**config.mk**
```make
export PLATFORM = sky130hd
export DESIGN_NAME = vls_fsm
export DESIGN_NICKNAME = d
export VERILOG_FILES = /design/src/rtl/vls_pkg.sv /design/src/rtl/vls_fsm.sv
export VERILOG_INCLUDE_DIRS = /design/src /design/src/rtl
export SDC_FILE = /design/constraint.sdc
export NUM_CORES = 1
export LEC_CHECK = 0
export BUFFER_PORTS_ARGS = -buffer_cell sky130_fd_sc_hd__buf_2
export CAP_MARGIN = 40
export CORE_UTILIZATION = 44
export CTS_BUF_LIST = sky130_fd_sc_hd__clkbuf_8
export DETAILED_ROUTE_END_ITERATION = 10
export PLACE_DENSITY = 0.73
export SLEW_MARGIN = 25
export SYNTH_ARGS = -nofsm -noshare
export SYNTH_HDL_FRONTEND = slang
export SYNTH_SLANG_ARGS = --single-unit
```
**constraint.sdc**
```tcl
create_clock -name ref_clk_in -period 1.8 [get_ports ref_clk_in]
set_input_delay 0.54 -clock ref_clk_in [delete_from_list [all_inputs] [get_ports ref_clk_in]]
set_output_delay 0.54 -clock ref_clk_in [all_outputs]
set_load 0.02 [all_outputs]
```
**src/rtl/vls_regs.svh**
```systemverilog
// timing-free constants and encodings for the virtual link state machine
// Summary of operation
// an upstream port in Active with a link-layer L1.x request sends a request message for L1.x and enters L1.x only on a returned L1.x status message.
// a downstream port in Active sends an L1.x status message only when its link layer requests L1.x and a remote L1.x request message has arrived.
// an upstream port in Active with a link-layer L2 request sends a request message for L2 and enters L2 only on a returned L2 status message.
// a downstream port in Active sends an L2 status message only when its link layer requests L2 and a remote L2 request message has arrived.
// in L1 either port type moves to Retrain on a remote Active request message.
// in Active either port type moves to Retrain when the phy training state machine enters Recovery.
// an upstream port in Active also moves to Retrain when the phy returns from Recovery to L0 and exit synchronization resolves to Retrain.
// in Retrain with Active requested, the port moves to Active when the phy leaves Recovery for L0 and exit synchronization resolves to Active.
// in Retrain with Active requested, the port also moves to Active after Recovery exit that did not resolve to Active once the Active message exchange completes.
// in Retrain with Active requested, the port moves to Active when the phy is already in L0 and the Active message exchange completes.
// an upstream port in Retrain moves to Reset when the phy reaches L0 and exit synchronization resolves to Reset; a downstream port never does.
// the machine never goes straight from Active to Reset; Reset is reached only through Retrain.
// with no trigger the machine holds its state and sends no new message.
`ifndef VLS_REGS_SVH
`define VLS_REGS_SVH
// message kind encodings
`define VLS_MSG_NONE    2'h0
`define VLS_MSG_REQ     2'h1
`define VLS_MSG_STS     2'h2
// named link states carried in messages and in the sync result
`define VLS_ST_ACTIVE   3'h0
`define VLS_ST_L1       3'h1
`define VLS_ST_L2       3'h2
`define VLS_ST_RETRAIN  3'h3
`define VLS_ST_RESET    3'h4
`endif
```
**src/rtl/vls_pkg.sv**
```systemverilog
// types shared by the virtual link state machine
package vls_pkg;
  typedef enum logic [2:0] {
    VLS_ACTIVE,
    VLS_L1,
    VLS_L2,
    VLS_RETRAIN,
    VLS_RESET
  } vls_state_t;

  typedef struct packed {
    logic [1:0] kind;
    logic [2:0] state;
  } vls_msg_t;

  typedef struct packed {
    logic       rec_enter;
    logic       rec_exit_l0;
    logic       in_l0;
    logic [2:0] sync_result;
  } vls_phy_t;
endpackage : vls_pkg

```
**src/rtl/vls_fsm.sv**
```systemverilog
// virtual link state machine of one protocol behind the link arbiter mux
`include "vls_regs.svh"
module vls_fsm (
  input  wire logic              ref_clk_in,
  input  wire logic              rst_in,
  input  wire logic              upstream_in,
  input  wire logic              ll_req_l1_in,
  input  wire logic              ll_req_l2_in,
  input  wire logic              ll_req_active_in,
  input  wire vls_pkg::vls_msg_t rx_msg_in,
  input  wire vls_pkg::vls_phy_t phy_in,
  input  wire logic              active_xchg_done_in,
  output vls_pkg::vls_state_t    state_out,
  output vls_pkg::vls_msg_t      tx_msg_out
);

  // -------------------------------------------------------------------
  // message and phy decode
  // -------------------------------------------------------------------
  function automatic logic is_msg(input vls_pkg::vls_msg_t m,
                                  input logic [1:0] k,
                                  input logic [2:0] s);
    is_msg = (m.kind == k) && (m.state == s);
  endfunction

  vls_pkg::vls_state_t state_q;
  vls_pkg::vls_state_t state_d;
  vls_pkg::vls_msg_t   tx_q;
  vls_pkg::vls_msg_t   tx_d;
  logic                req_sent_q;
  logic                req_sent_d;
  logic                nonact_exit_q;
  logic                nonact_exit_d;

  wire rx_req_l1  = is_msg(rx_msg_in, `VLS_MSG_REQ, `VLS_ST_L1);
  wire rx_req_l2  = is_msg(rx_msg_in, `VLS_MSG_REQ, `VLS_ST_L2);
  wire rx_sts_l1  = is_msg(rx_msg_in, `VLS_MSG_STS, `VLS_ST_L1);
  wire rx_sts_l2  = is_msg(rx_msg_in, `VLS_MSG_STS, `VLS_ST_L2);
  wire rx_req_act = is_msg(rx_msg_in, `VLS_MSG_REQ, `VLS_ST_ACTIVE);
  wire exit_act   = phy_in.rec_exit_l0 &&
                    (phy_in.sync_result == `VLS_ST_ACTIVE);
  wire exit_rtr   = phy_in.rec_exit_l0 &&
                    (phy_in.sync_result == `VLS_ST_RETRAIN);
  wire exit_rst   = phy_in.rec_exit_l0 &&
                    (phy_in.sync_result == `VLS_ST_RESET);
  wire exit_other = phy_in.rec_exit_l0 && !exit_act;

  // -------------------------------------------------------------------
  // next state
  // -------------------------------------------------------------------
  always_comb begin
    state_d       = state_q;
    tx_d          = '0;
    req_sent_d    = req_sent_q;
    nonact_exit_d = nonact_exit_q;
    unique case (state_q)
      vls_pkg::VLS_ACTIVE: begin
        // recovery entry wins over any power handshake in flight
        if (phy_in.rec_enter) begin
          state_d    = vls_pkg::VLS_RETRAIN;
          req_sent_d = 1'b0;
        end else if (upstream_in && exit_rtr) begin
          state_d    = vls_pkg::VLS_RETRAIN;
          req_sent_d = 1'b0;
        end else if (upstream_in) begin
          // a reset resolution here is ignored: no direct path // R12
          if (req_sent_q && rx_sts_l1) begin
            state_d    = vls_pkg::VLS_L1;
            req_sent_d = 1'b0;
          end else if (req_sent_q && rx_sts_l2) begin
            state_d    = vls_pkg::VLS_L2;
            req_sent_d = 1'b0;
          end else if (!req_sent_q && ll_req_l1_in) begin
            tx_d       = '{`VLS_MSG_REQ, `VLS_ST_L1};
            req_sent_d = 1'b1;
          end else if (!req_sent_q && ll_req_l2_in) begin
            tx_d       = '{`VLS_MSG_REQ, `VLS_ST_L2};
            req_sent_d = 1'b1;
          end
        end else begin
          if (ll_req_l1_in && rx_req_l1) begin
            tx_d    = '{`VLS_MSG_STS, `VLS_ST_L1};
            state_d = vls_pkg::VLS_L1;
          end else if (ll_req_l2_in && rx_req_l2) begin
            tx_d    = '{`VLS_MSG_STS, `VLS_ST_L2};
            state_d = vls_pkg::VLS_L2;
          end
        end
      end
      vls_pkg::VLS_L1: begin
        if (rx_req_act) begin
          state_d = vls_pkg::VLS_RETRAIN;
        end
      end
      vls_pkg::VLS_L2: begin
        state_d = state_q;
      end
      vls_pkg::VLS_RETRAIN: begin
        if (exit_other) begin
          nonact_exit_d = 1'b1;
        end
        if (upstream_in && exit_rst) begin
          state_d       = vls_pkg::VLS_RESET;
          nonact_exit_d = 1'b0;
        end else if (ll_req_active_in && exit_act) begin
          state_d       = vls_pkg::VLS_ACTIVE;
          nonact_exit_d = 1'b0;
        end else if (ll_req_active_in && active_xchg_done_in &&
                     (nonact_exit_q || phy_in.in_l0)) begin
          state_d       = vls_pkg::VLS_ACTIVE;
          nonact_exit_d = 1'b0;
        end
      end
      vls_pkg::VLS_RESET: begin
        state_d = state_q;
      end
    endcase
  end

  // -------------------------------------------------------------------
  // state registers
  // -------------------------------------------------------------------
  // reset parks in Retrain so bring-up leaves through the Active rules;
  // Reset stays a sink that only the wider link bring-up can clear
  always_ff @(posedge ref_clk_in or posedge rst_in) begin
    if (rst_in) begin
      state_q       <= vls_pkg::VLS_RETRAIN;
      tx_q          <= '0;
      req_sent_q    <= 1'b0;
      nonact_exit_q <= 1'b0;
    end else begin
      state_q       <= state_d;
      tx_q          <= tx_d;
      req_sent_q    <= req_sent_d;
      nonact_exit_q <= nonact_exit_d;
    end
  end

  assign state_out  = state_q;
  assign tx_msg_out = tx_q;

  // -------------------------------------------------------------------
  // checks
  // -------------------------------------------------------------------
  property p_no_act_to_reset;
    @(posedge ref_clk_in) disable iff (rst_in)
      state_q == vls_pkg::VLS_ACTIVE |=> state_q != vls_pkg::VLS_RESET;
  endproperty
  a_no_act_to_reset: assert property (p_no_act_to_reset)
    else $error("active went straight to reset");

  property p_rec_retrain;
    @(posedge ref_clk_in) disable iff (rst_in)
      state_q == vls_pkg::VLS_ACTIVE && phy_in.rec_enter
      |=> state_q == vls_pkg::VLS_RETRAIN;
  endproperty
  a_rec_retrain: assert property (p_rec_retrain)
    else $error("recovery did not force retrain");

  property p_l1_wake;
    @(posedge ref_clk_in) disable iff (rst_in)
      state_q == vls_pkg::VLS_L1 && rx_req_act
      |=> state_q == vls_pkg::VLS_RETRAIN;
  endproperty
  a_l1_wake: assert property (p_l1_wake)
    else $error("l1 ignored active request");

  property p_up_l1_needs_sts;
    @(posedge ref_clk_in) disable iff (rst_in)
      upstream_in && state_q == vls_pkg::VLS_ACTIVE
      && !(rx_sts_l1 && req_sent_q) |=> state_q != vls_pkg::VLS_L1;
  endproperty
  a_up_l1_needs_sts: assert property (p_up_l1_needs_sts)
    else $error("upstream entered l1 without status");

  property p_dn_sts_l1;
    @(posedge ref_clk_in) disable iff (rst_in)
      !upstream_in && !(ll_req_l1_in && rx_req_l1)
      |=> !(tx_q.kind == `VLS_MSG_STS && tx_q.state == `VLS_ST_L1);
  endproperty
  a_dn_sts_l1: assert property (p_dn_sts_l1)
    else $error("downstream l1 status without both requests");

  property p_dn_sts_l2;
    @(posedge ref_clk_in) disable iff (rst_in)
      !upstream_in && !(ll_req_l2_in && rx_req_l2)
      |=> !(tx_q.kind == `VLS_MSG_STS && tx_q.state == `VLS_ST_L2);
  endproperty
  a_dn_sts_l2: assert property (p_dn_sts_l2)
    else $error("downstream l2 status without both requests");

  property p_up_l2_needs_sts;
    @(posedge ref_clk_in) disable iff (rst_in)
      state_q == vls_pkg::VLS_ACTIVE ##1 state_q == vls_pkg::VLS_L2
      |-> $past(rx_sts_l2) || !$past(upstream_in);
  endproperty
  a_up_l2_needs_sts: assert property (p_up_l2_needs_sts)
    else $error("upstream entered l2 without status");

  property p_dn_no_reset;
    @(posedge ref_clk_in) disable iff (rst_in)
      !upstream_in && state_q == vls_pkg::VLS_RETRAIN
      |=> state_q != vls_pkg::VLS_RESET;
  endproperty
  a_dn_no_reset: assert property (p_dn_no_reset)
    else $error("downstream reached reset from retrain");

  property p_retrain_exit_act;
    @(posedge ref_clk_in) disable iff (rst_in)
      state_q == vls_pkg::VLS_RETRAIN && ll_req_active_in && exit_act
      && !(upstream_in && exit_rst) |=> state_q == vls_pkg::VLS_ACTIVE;
  endproperty
  a_retrain_exit_act: assert property (p_retrain_exit_act)
    else $error("retrain did not return to active");

  property p_up_exit_retrain;
    @(posedge ref_clk_in) disable iff (rst_in)
      upstream_in && state_q == vls_pkg::VLS_ACTIVE && exit_rtr
      |=> state_q == vls_pkg::VLS_RETRAIN;
  endproperty
  a_up_exit_retrain: assert property (p_up_exit_retrain)
    else $error("upstream ignored a retrain resolution");

  property p_retrain_in_l0;
    @(posedge ref_clk_in) disable iff (rst_in)
      state_q == vls_pkg::VLS_RETRAIN && ll_req_active_in
      && active_xchg_done_in && phy_in.in_l0
      && !(upstream_in && exit_rst) |=> state_q == vls_pkg::VLS_ACTIVE;
  endproperty
  a_retrain_in_l0: assert property (p_retrain_in_l0)
    else $error("retrain in l0 did not return to active");

endmodule // vls_fsm

```
### Word level (Yosys, flattened, before mapping)

Cells that the tools add are included.

* flip-flop bits (word level): 10
* output and inout bits: 8
* logic and storage cells: 86

* equal/unequal tests: 14
* mux-type cells: 33
* bitwise logic cells: 1
* reduce and logical (&&, ||, !) cells: 33

Operators by type and width (count)
* 3-bit 2-to-1 mux: 11
* 5-bit 2-to-1 mux: 6
* 1-bit logical AND: 20
* 4-bit 2-to-1 mux: 4
* 3-bit by 2-bit equality test with 1-bit output, second input constant: 4
* 6-bit != test, second input constant: 2
* 1-bit 2-to-1 mux: 11
* 3-bit logical NOT: 3
* 3-bit one-hot mux with 3 select lines: 1
* 3-bit by 1-bit equality test with 1-bit output, second input constant: 2
* 3-bit equality test, second input constant: 2
* 6-bit nonzero test: 1
* 5-bit AND reduction: 1
* 4-bit != test, second input constant: 1
* 4-bit nonzero test: 1
* 3-bit AND reduction: 1
* 3-bit nonzero test: 1
* 2-bit by 1-bit equality test with 1-bit output, second input constant: 1
* 2-bit equality test, second input constant: 1
* 1-bit logical NOT: 2
* 2-bit != test, second input constant: 1
* 2-bit AND reduction: 1
* 2-bit OR reduction: 1
* 1-bit logical OR: 1
* 1-bit inverter: 1

### Logic depth before layout (Yosys ltp)

Gate-level depths: netlist (run 1).

* word-level depth: 10
* depth in mapped cells: 6
* gate-level depth less buffers: 5

### Worst setup path before layout (run 1)

No wires, ideal clock.

* path kind: input to register
* start point: in rx_msg_in[0] (netlist bit)
* end point: reg state_q[0], in the netlist state_out[0]
* arrival time: 1.512 ns
* path slack: 0.214 ns
* stages: 5
* buffers on the path: 0
* cell sequence: or3b_1 > o22ai_2 > o221ai_2 > nand3b_4 > o211ai_2

* word-level cells in the longest chain between the ends: 8

RTL lines
* start: declaration: line vls_fsm.sv:10 `input wire vls_pkg::vls_msg_t rx_msg_in,`
* 3-bit by 1-bit equality test with 1-bit output: line vls_fsm.sv:23 `is_msg = (m.kind == k) && (m.state == s);`
* 1-bit logical AND: line vls_fsm.sv:23
* 1-bit logical AND (on tied branches): line vls_fsm.sv:81, vls_fsm.sv:67
* 3-bit 2-to-1 mux (on tied branches): line vls_fsm.sv:81, vls_fsm.sv:67
* 3-bit 2-to-1 mux: line vls_fsm.sv:65 `end else if (upstream_in) begin`
* 3-bit 2-to-1 mux: line vls_fsm.sv:62 `end else if (upstream_in && exit_rtr) begin`
* 3-bit 2-to-1 mux: line vls_fsm.sv:59 `if (phy_in.rec_enter) begin`
* 3-bit one-hot mux with 3 select lines: line vls_fsm.sv:56 `unique case (state_q)`
* end signal: assignment: line vls_fsm.sv:127 `state_q <= vls_pkg::VLS_RETRAIN;`
* end signal: assignment: line vls_fsm.sv:132 `state_q <= state_d;`
* end: declaration: line vls_fsm.sv:26 `vls_pkg::vls_state_t state_q;`

Several ways; a longest one is shown, not always the timed one.
A chain may end at the register's enable or synchronous reset.

### Final worst setup path (run 1)

* start point: reg state_q[1], in the netlist state_out[1]
* end point: out state_out[1]

RTL lines
* end: declaration: line vls_fsm.sv:13 `output vls_pkg::vls_state_t state_out,`

No word-level cell between the ends.

==> flow_metrics.py, run 1 <==
metrics = {
    "worst_setup_path": {
        "crit_fanout": 9,
        "endpoint_kind": "primary output",
        "required_ns": 1.26,
        "cp_num_buf_inv": 1,
        "startpoint_type": "register",
        "cp.arrival_ns": 1.05,
        "path_class": "reg2out",
        "cp_slowest_cell": "dfstp_2",
        "slowest_delay_ns": 0.63,
        "crit_family": "flip-flops",
        "worstPathCellList": "buf_2",
    },
    "cells_and_area": {
        "layout-drive-gt1-share_pct": 41.4,
        "fin_cells": 114,
        "area_growth_pct": 25.4,
        "antenna_cells": 0,
        "final_nets": 118,
    },
    "sta": {
        "whs_ns": 0.258,
        "hold_viol": 0,
        "period_share_pct": 88.5,
        "rsz0062_at_grt": "no",
        "setup_viol": 0,
        "max_freq_ghz": 0.628,
        "fin_setup_tns_ns": 0,
        "slew_violations": 0,
        "skew_ns": 0.00178,
        "worst_slack_ns": 0.207,
        "period_needed_ns": 1.59,
    },
    "floorplanning": {
        "core-area_um2": 1380,
        "die_w_um": 41.6,
        "die_h_um": 41.6,
        "die-area_um2": 1730,
        "io_pins": 26,
        "row_count": 13,
        "initial_core_util_pct": 50.0,
    },
    "yosys": {
        "ys.flop_type": "dfrtp_1",
        "ys_top_cells_by_count": "8 x nor2_1, 7 x dfrtp_1, 4 x inv_1, 4 x nor3_1, 4 x o21ai_0",
        "ys_types": 42,
        "synth.top_cell.area_share_pct": 25.4,
        "synth_seq_area_share_pct": 33.0,
        "yosysWarnings": 0,
        "yosys-top-cells-area": "dfrtp_1 25%, dfstp_2 7.6%, nand3b_4 5.8%, nor2_1 4.3%, nor3b_1 3.3%",
        "postSynthCellCount": 72,
        "synth_seq_cells": 9,
        "yosysTopAreaCell": "dfrtp_1",
        "synthArstFlopShare_pct": 100,
        "yosys.cell_count.top_type": "nor2_1",
        "synth_edf_count": 0,
        "syn_area_um2": 691,
        "synth_area_per_cell_um2": 9.59,
        "synth_nets": 90,
    },
    "grt": {
        "grt_pass1_vias": 610,
        "grt_usage_pct": 18.5,
        "grt_pass1_wl_um": 2480,
        "antenna_found_initial": 0,
        "grt_start_max_net_pins": 11,
        "grt_overflow": 0,
    },
    "min_path": {
        "holdCritPathClass": "in2async",
    },
    "clocking": {
        "cts_tree": "done",
        "clk_path_buf_depth": 2,
        "clock_latency_ns": 0.23,
        "cts_hold_buf": 0,
        "cts_inserted_buffers": 3,
        "htree_levels": 1,
        "clock-sinks": 9,
        "clk_root_buffer_cell": "clkbuf_8",
        "post_cts_resized": 0,
        "post_cts_buffers": 0,
        "clk_pin_slew_ns": 0.04,
    },
    "place": {
        "gp_congestion": 0.826,
        "io_buffers": 24,
        "pre_cts_ws_ns": 0.0187,
        "dpl.cell_count": 110,
        "hpwl_um": 1250,
    },
    "route": {
        "drt_wl_total_um": 1460,
        "drc": 0,
        "dr.pass1.iters": 4,
        "wl_per_cell_um": 12.8,
        "dr_total_vias": 640,
        "via_per_inst": 5.61,
        "ant_nets": 0,
        "drt_iter0_drc": 6,
    },
    "pwr": {
        "max-vdd-ir-drop_mv": 0.593,
        "p_total_uw": 490,
        "power_leakage_nw": 0.387,
        "power_density_nw_per_um2": 566,
    },
    "flow_run": {
        "maxCapViolCount": 0,
    },
    "outcome": {
        "status": "complete, no violations",
    },
}
-- state kept, by name, summed over array words and instances, names as in the netlist --
register       cells
tx_msg_out         4
req_sent_q         1
state_out          3
nonact_exit_q      1
-- metal layers --
layer / part of all wire, % / routed length (um) / global-route usage (%)
met3: 4.0 / 59 / 5.22
met4: 0 / 0 / 1.94
met1: 45 / 655 / 23.1
met2: 51 / 749 / 32.5
met5: 0 / 0 / 0
-- layout by cell type (no fill, tap or decap), types with 3 or more instances in the layout --
| cell | instances |
|---|---|
| nand2_1 | 3 |
| inv_1 | 5 |
| buf_2 | 24 |
| nand4_1 | 3 |
| nor3_1 | 4 |
| dfrtp_1 | 7 |
| o21ai_0 | 4 |
| clkbuf_8 | 3 |
| nor3b_1 | 3 |
| nor2_1 | 8 |
-- power by group --
group | total [mW] | internal, mW | switching, mW
logic | 0.0616 | 0.0260 | 0.0356
clock network | 0.222 | 0.148 | 0.0737
registers | 0.206 | 0.205 | 0.00132
-- area by class of cell --
cell class,count,area [um2]
well taps,15,18.8
inverters,4,15.0
repair buffers,26,135
clock inverters,1,3.75
flip-flops and latches,9,228
multi-input cells,56,424
fillers,126,517
clock buffers,3,41.3
-- stage by stage --
stage | cell area [um2] | util, %
final | 866 | 62.6
after floorplan | 691 | -
after global placement | 821 | 59.4
after CTS | 866 | 62.6
after global routing | 866 | 62.6
after detailed placement | 821 | 59.4
-- final timing paths --
kind / endpoint / slack (ns) / start / depth (start not counted)
min in group ref_clk_in: tx_msg_out[3]$_DFF_PP0_ / 0.52 / req_sent_q$_DFFE_PP0P_ / 1
hold reg to reg: tx_msg_out[3]$_DFF_PP0_ / 0.52 / req_sent_q$_DFFE_PP0P_ / 1
hold / removal: tx_msg_out[3]$_DFF_PP0_ / 0.26 / rst_in / 2
max in group asynchronous: state_out[1]$_DFFE_PP1P_ / 1.25 / rst_in / 2
setup reg to reg: state_out[0]$_DFFE_PP1P_ / 0.23 / state_out[1]$_DFFE_PP1P_ / 5
setup / recovery: state_out[1] / 0.21 / state_out[1]$_DFFE_PP1P_ / 1
-- logic make-up after synthesis --
kind of cell / after synthesis / share of synthesized area [%]
AO/OA/AOI/OAI: 18 / 22.3
buffers and inverters: 7 / 5.61
AND/OR/NAND/NOR: 35 / 36.1
XOR/XNOR: 2 / 2.54
flip-flops: 9 / 33.0
other: 1 / 0.543
Power figures use the tool's default switching activity.
==> run 2, diff against run 1 <==
--- a/constraint.sdc
+++ b/constraint.sdc
@@ -3,2 +3,2 @@
 set_output_delay 0.54 -clock ref_clk_in [all_outputs]
-set_load 0.02 [all_outputs]
+set_load 0.1 [all_outputs]
==> flow_metrics.py, run 2 (synthesis gave the netlist of run 1 again) <==
metrics = {
    "worst_setup_path": {
        "crit_fanout": 7,
        "worstPathCellList": "buf_2",
        "required_ns": 1.26,
        "cp_num_buf_inv": 1,
        "cp_slowest_cell": "buf_2",
        "r2r-start": "state_out[1]$_DFFE_PP1P_",
        "slowest_delay_ns": 0.45,
        "cp.arrival_ns": 1.11,
        "crit_start": "state_out[2]$_DFFE_PP0P_",
        "endpoint_kind": "primary output",
        "startpoint_type": "register",
        "path_class": "reg2out",
        "crit_family": "buffers and inverters",
    },
    "cells_and_area": {
        "area_growth_pct": 28.8,
        "ff_latch_area_um2": 229,
        "largest_reg_flops": 4,
        "layout-drive-gt1-share_pct": 41.8,
        "multiInputGateArea_um2": 424,
        "antenna_cells": 0,
        "fillCellCount": 118,
        "final_nets": 117,
        "layout_commonest_cell": "buf_2",
        "final_area_um2": 890,
        "final_cell_mix": "22 x buf_2, 8 x nor2_1, 6 x dfrtp_1",
    },
    "place": {
        "place_area_um2": 845,
        "hpwl_um": 1230,
        "io_buffers": 24,
        "gp_congestion": 0.869,
    },
    "clocking": {
        "post_cts_resized": 0,
        "cts_inserted_buffers": 3,
        "post_cts_buffers": 0,
        "htree_levels": 1,
        "clk_root_buffer_cell": "clkbuf_8",
        "cts_hold_buf": 0,
        "clock_latency_ns": 0.23,
        "cts_tree": "done",
        "clock-sinks": 9,
        "clk_pin_slew_ns": 0.05,
        "clk_path_buf_depth": 2,
    },
    "flow_run": {
        "maxCapViolCount": 0,
    },
    "sta": {
        "skew_ns": 0.00223,
        "max_freq_ghz": 0.607,
        "whs_ns": 0.259,
        "rsz0062_at_grt": "no",
        "period_needed_ns": 1.65,
        "hold_viol": 0,
        "setup_viol": 0,
        "period_share_pct": 91.5,
        "fin_setup_tns_ns": 0,
        "slew_violations": 0,
    },
    "route": {
        "ant_nets": 0,
        "wl_per_cell_um": 13.0,
        "drt_wl_total_um": 1470,
        "dr_total_vias": 640,
        "dr.pass1.iters": 4,
        "drt_iter0_drc": 6,
        "via_per_inst": 5.66,
        "drc": 0,
    },
    "pwr": {
        "power_leakage_nw": 0.388,
        "intPower_uw": 380,
        "seqPwrFrac_pct": 40.9,
        "combPwrFrac_pct": 13.7,
        "p_total_uw": 503,
        "power_density_nw_per_um2": 566,
        "switchingPower_uw": 124,
        "switching_share_pct": 24.6,
        "max-vdd-ir-drop_mv": 0.470,
        "clkPwrFrac_pct": 45.4,
    },
    "floorplanning": {
        "die-area_um2": 1730,
        "die_h_um": 41.6,
        "row_count": 13,
        "core-area_um2": 1380,
        "initial_core_util_pct": 50.0,
        "die_w_um": 41.6,
        "io_pins": 26,
    },
    "grt": {
        "grt_usage_pct": 18.0,
        "grt_start_max_net_pins": 11,
        "grt_pass1_wl_um": 2400,
        "grt_overflow": 0,
        "antenna_found_initial": 0,
        "grt_pass1_vias": 561,
    },
    "outcome": {
        "status": "complete, no violations",
    },
    "min_path": {
        "holdCritPathClass": "in2async",
    },
}
run 2: worst reg2reg max path, cell delays in order, from the launching register on:
cell and delay, ns:
dfstp_2 0.43, nor4_2 0.27, o21ai_1 0.14, or3b_4 0.44, nand3b_4 0.11, o211ai_2 0.09
run 2: layer usage:
metal | vias up | global-route usage (%) | wire, um
li1 | 318 | - | -
met1 | 300 | 22.8 | 673
met2 | 22 | 29.4 | 714
met3 | 0 | 6.52 | 82
met4 | 0 | 3.87 | 0
met5 | - | 0 | 0
run 2: power groups by stage:
stage	sequential, mW	clock (mW)	combinational, mW
floorplan	0.209	0	0.0384
global placement	0.209	0	0.0671
detailed placement	0.209	0	0.0694
CTS	0.206	0.232	0.0695
global route	0.206	0.247	0.0762
finish	0.206	0.228	0.0690
run 2: layout make-up:
type	instances	area share, %
Clock inverter	1	0.422
Multi-Input combinational cell	56	47.7
Tap cell	15	2.11
Sequential cell	9	25.7
Clock buffer	3	4.64
Inverter	4	1.69
Timing Repair Buffer	25	17.7
run 2: stage by stage:
stage / setup WS, ns / cells / utilization [%]
after floorplan: 0.00903 / 72 / -
after global placement: 0.0457 / 109 / 61.1
after detailed placement: 0.00700 / 109 / 61.1
after CTS: 0.143 / 113 / 64.3
after global routing: 0.125 / 113 / 64.3
final: 0.154 / 113 / 64.3
run 2: path summary, 6_finish.rpt:
check / end / slack [ns] / depth (start not counted)
min in group ref_clk_in: tx_msg_out[3]$_DFF_PP0_ / 0.53 / 1
min: req_sent_q$_DFFE_PP0P_ / 0.26 / 2
max: state_out[2] / 0.15 / 1
min reg2reg: tx_msg_out[3]$_DFF_PP0_ / 0.53 / 1
max reg2reg: state_out[0]$_DFFE_PP1P_ / 0.24 / 5
max in group asynchronous: state_out[1]$_DFFE_PP1P_ / 1.25 / 2
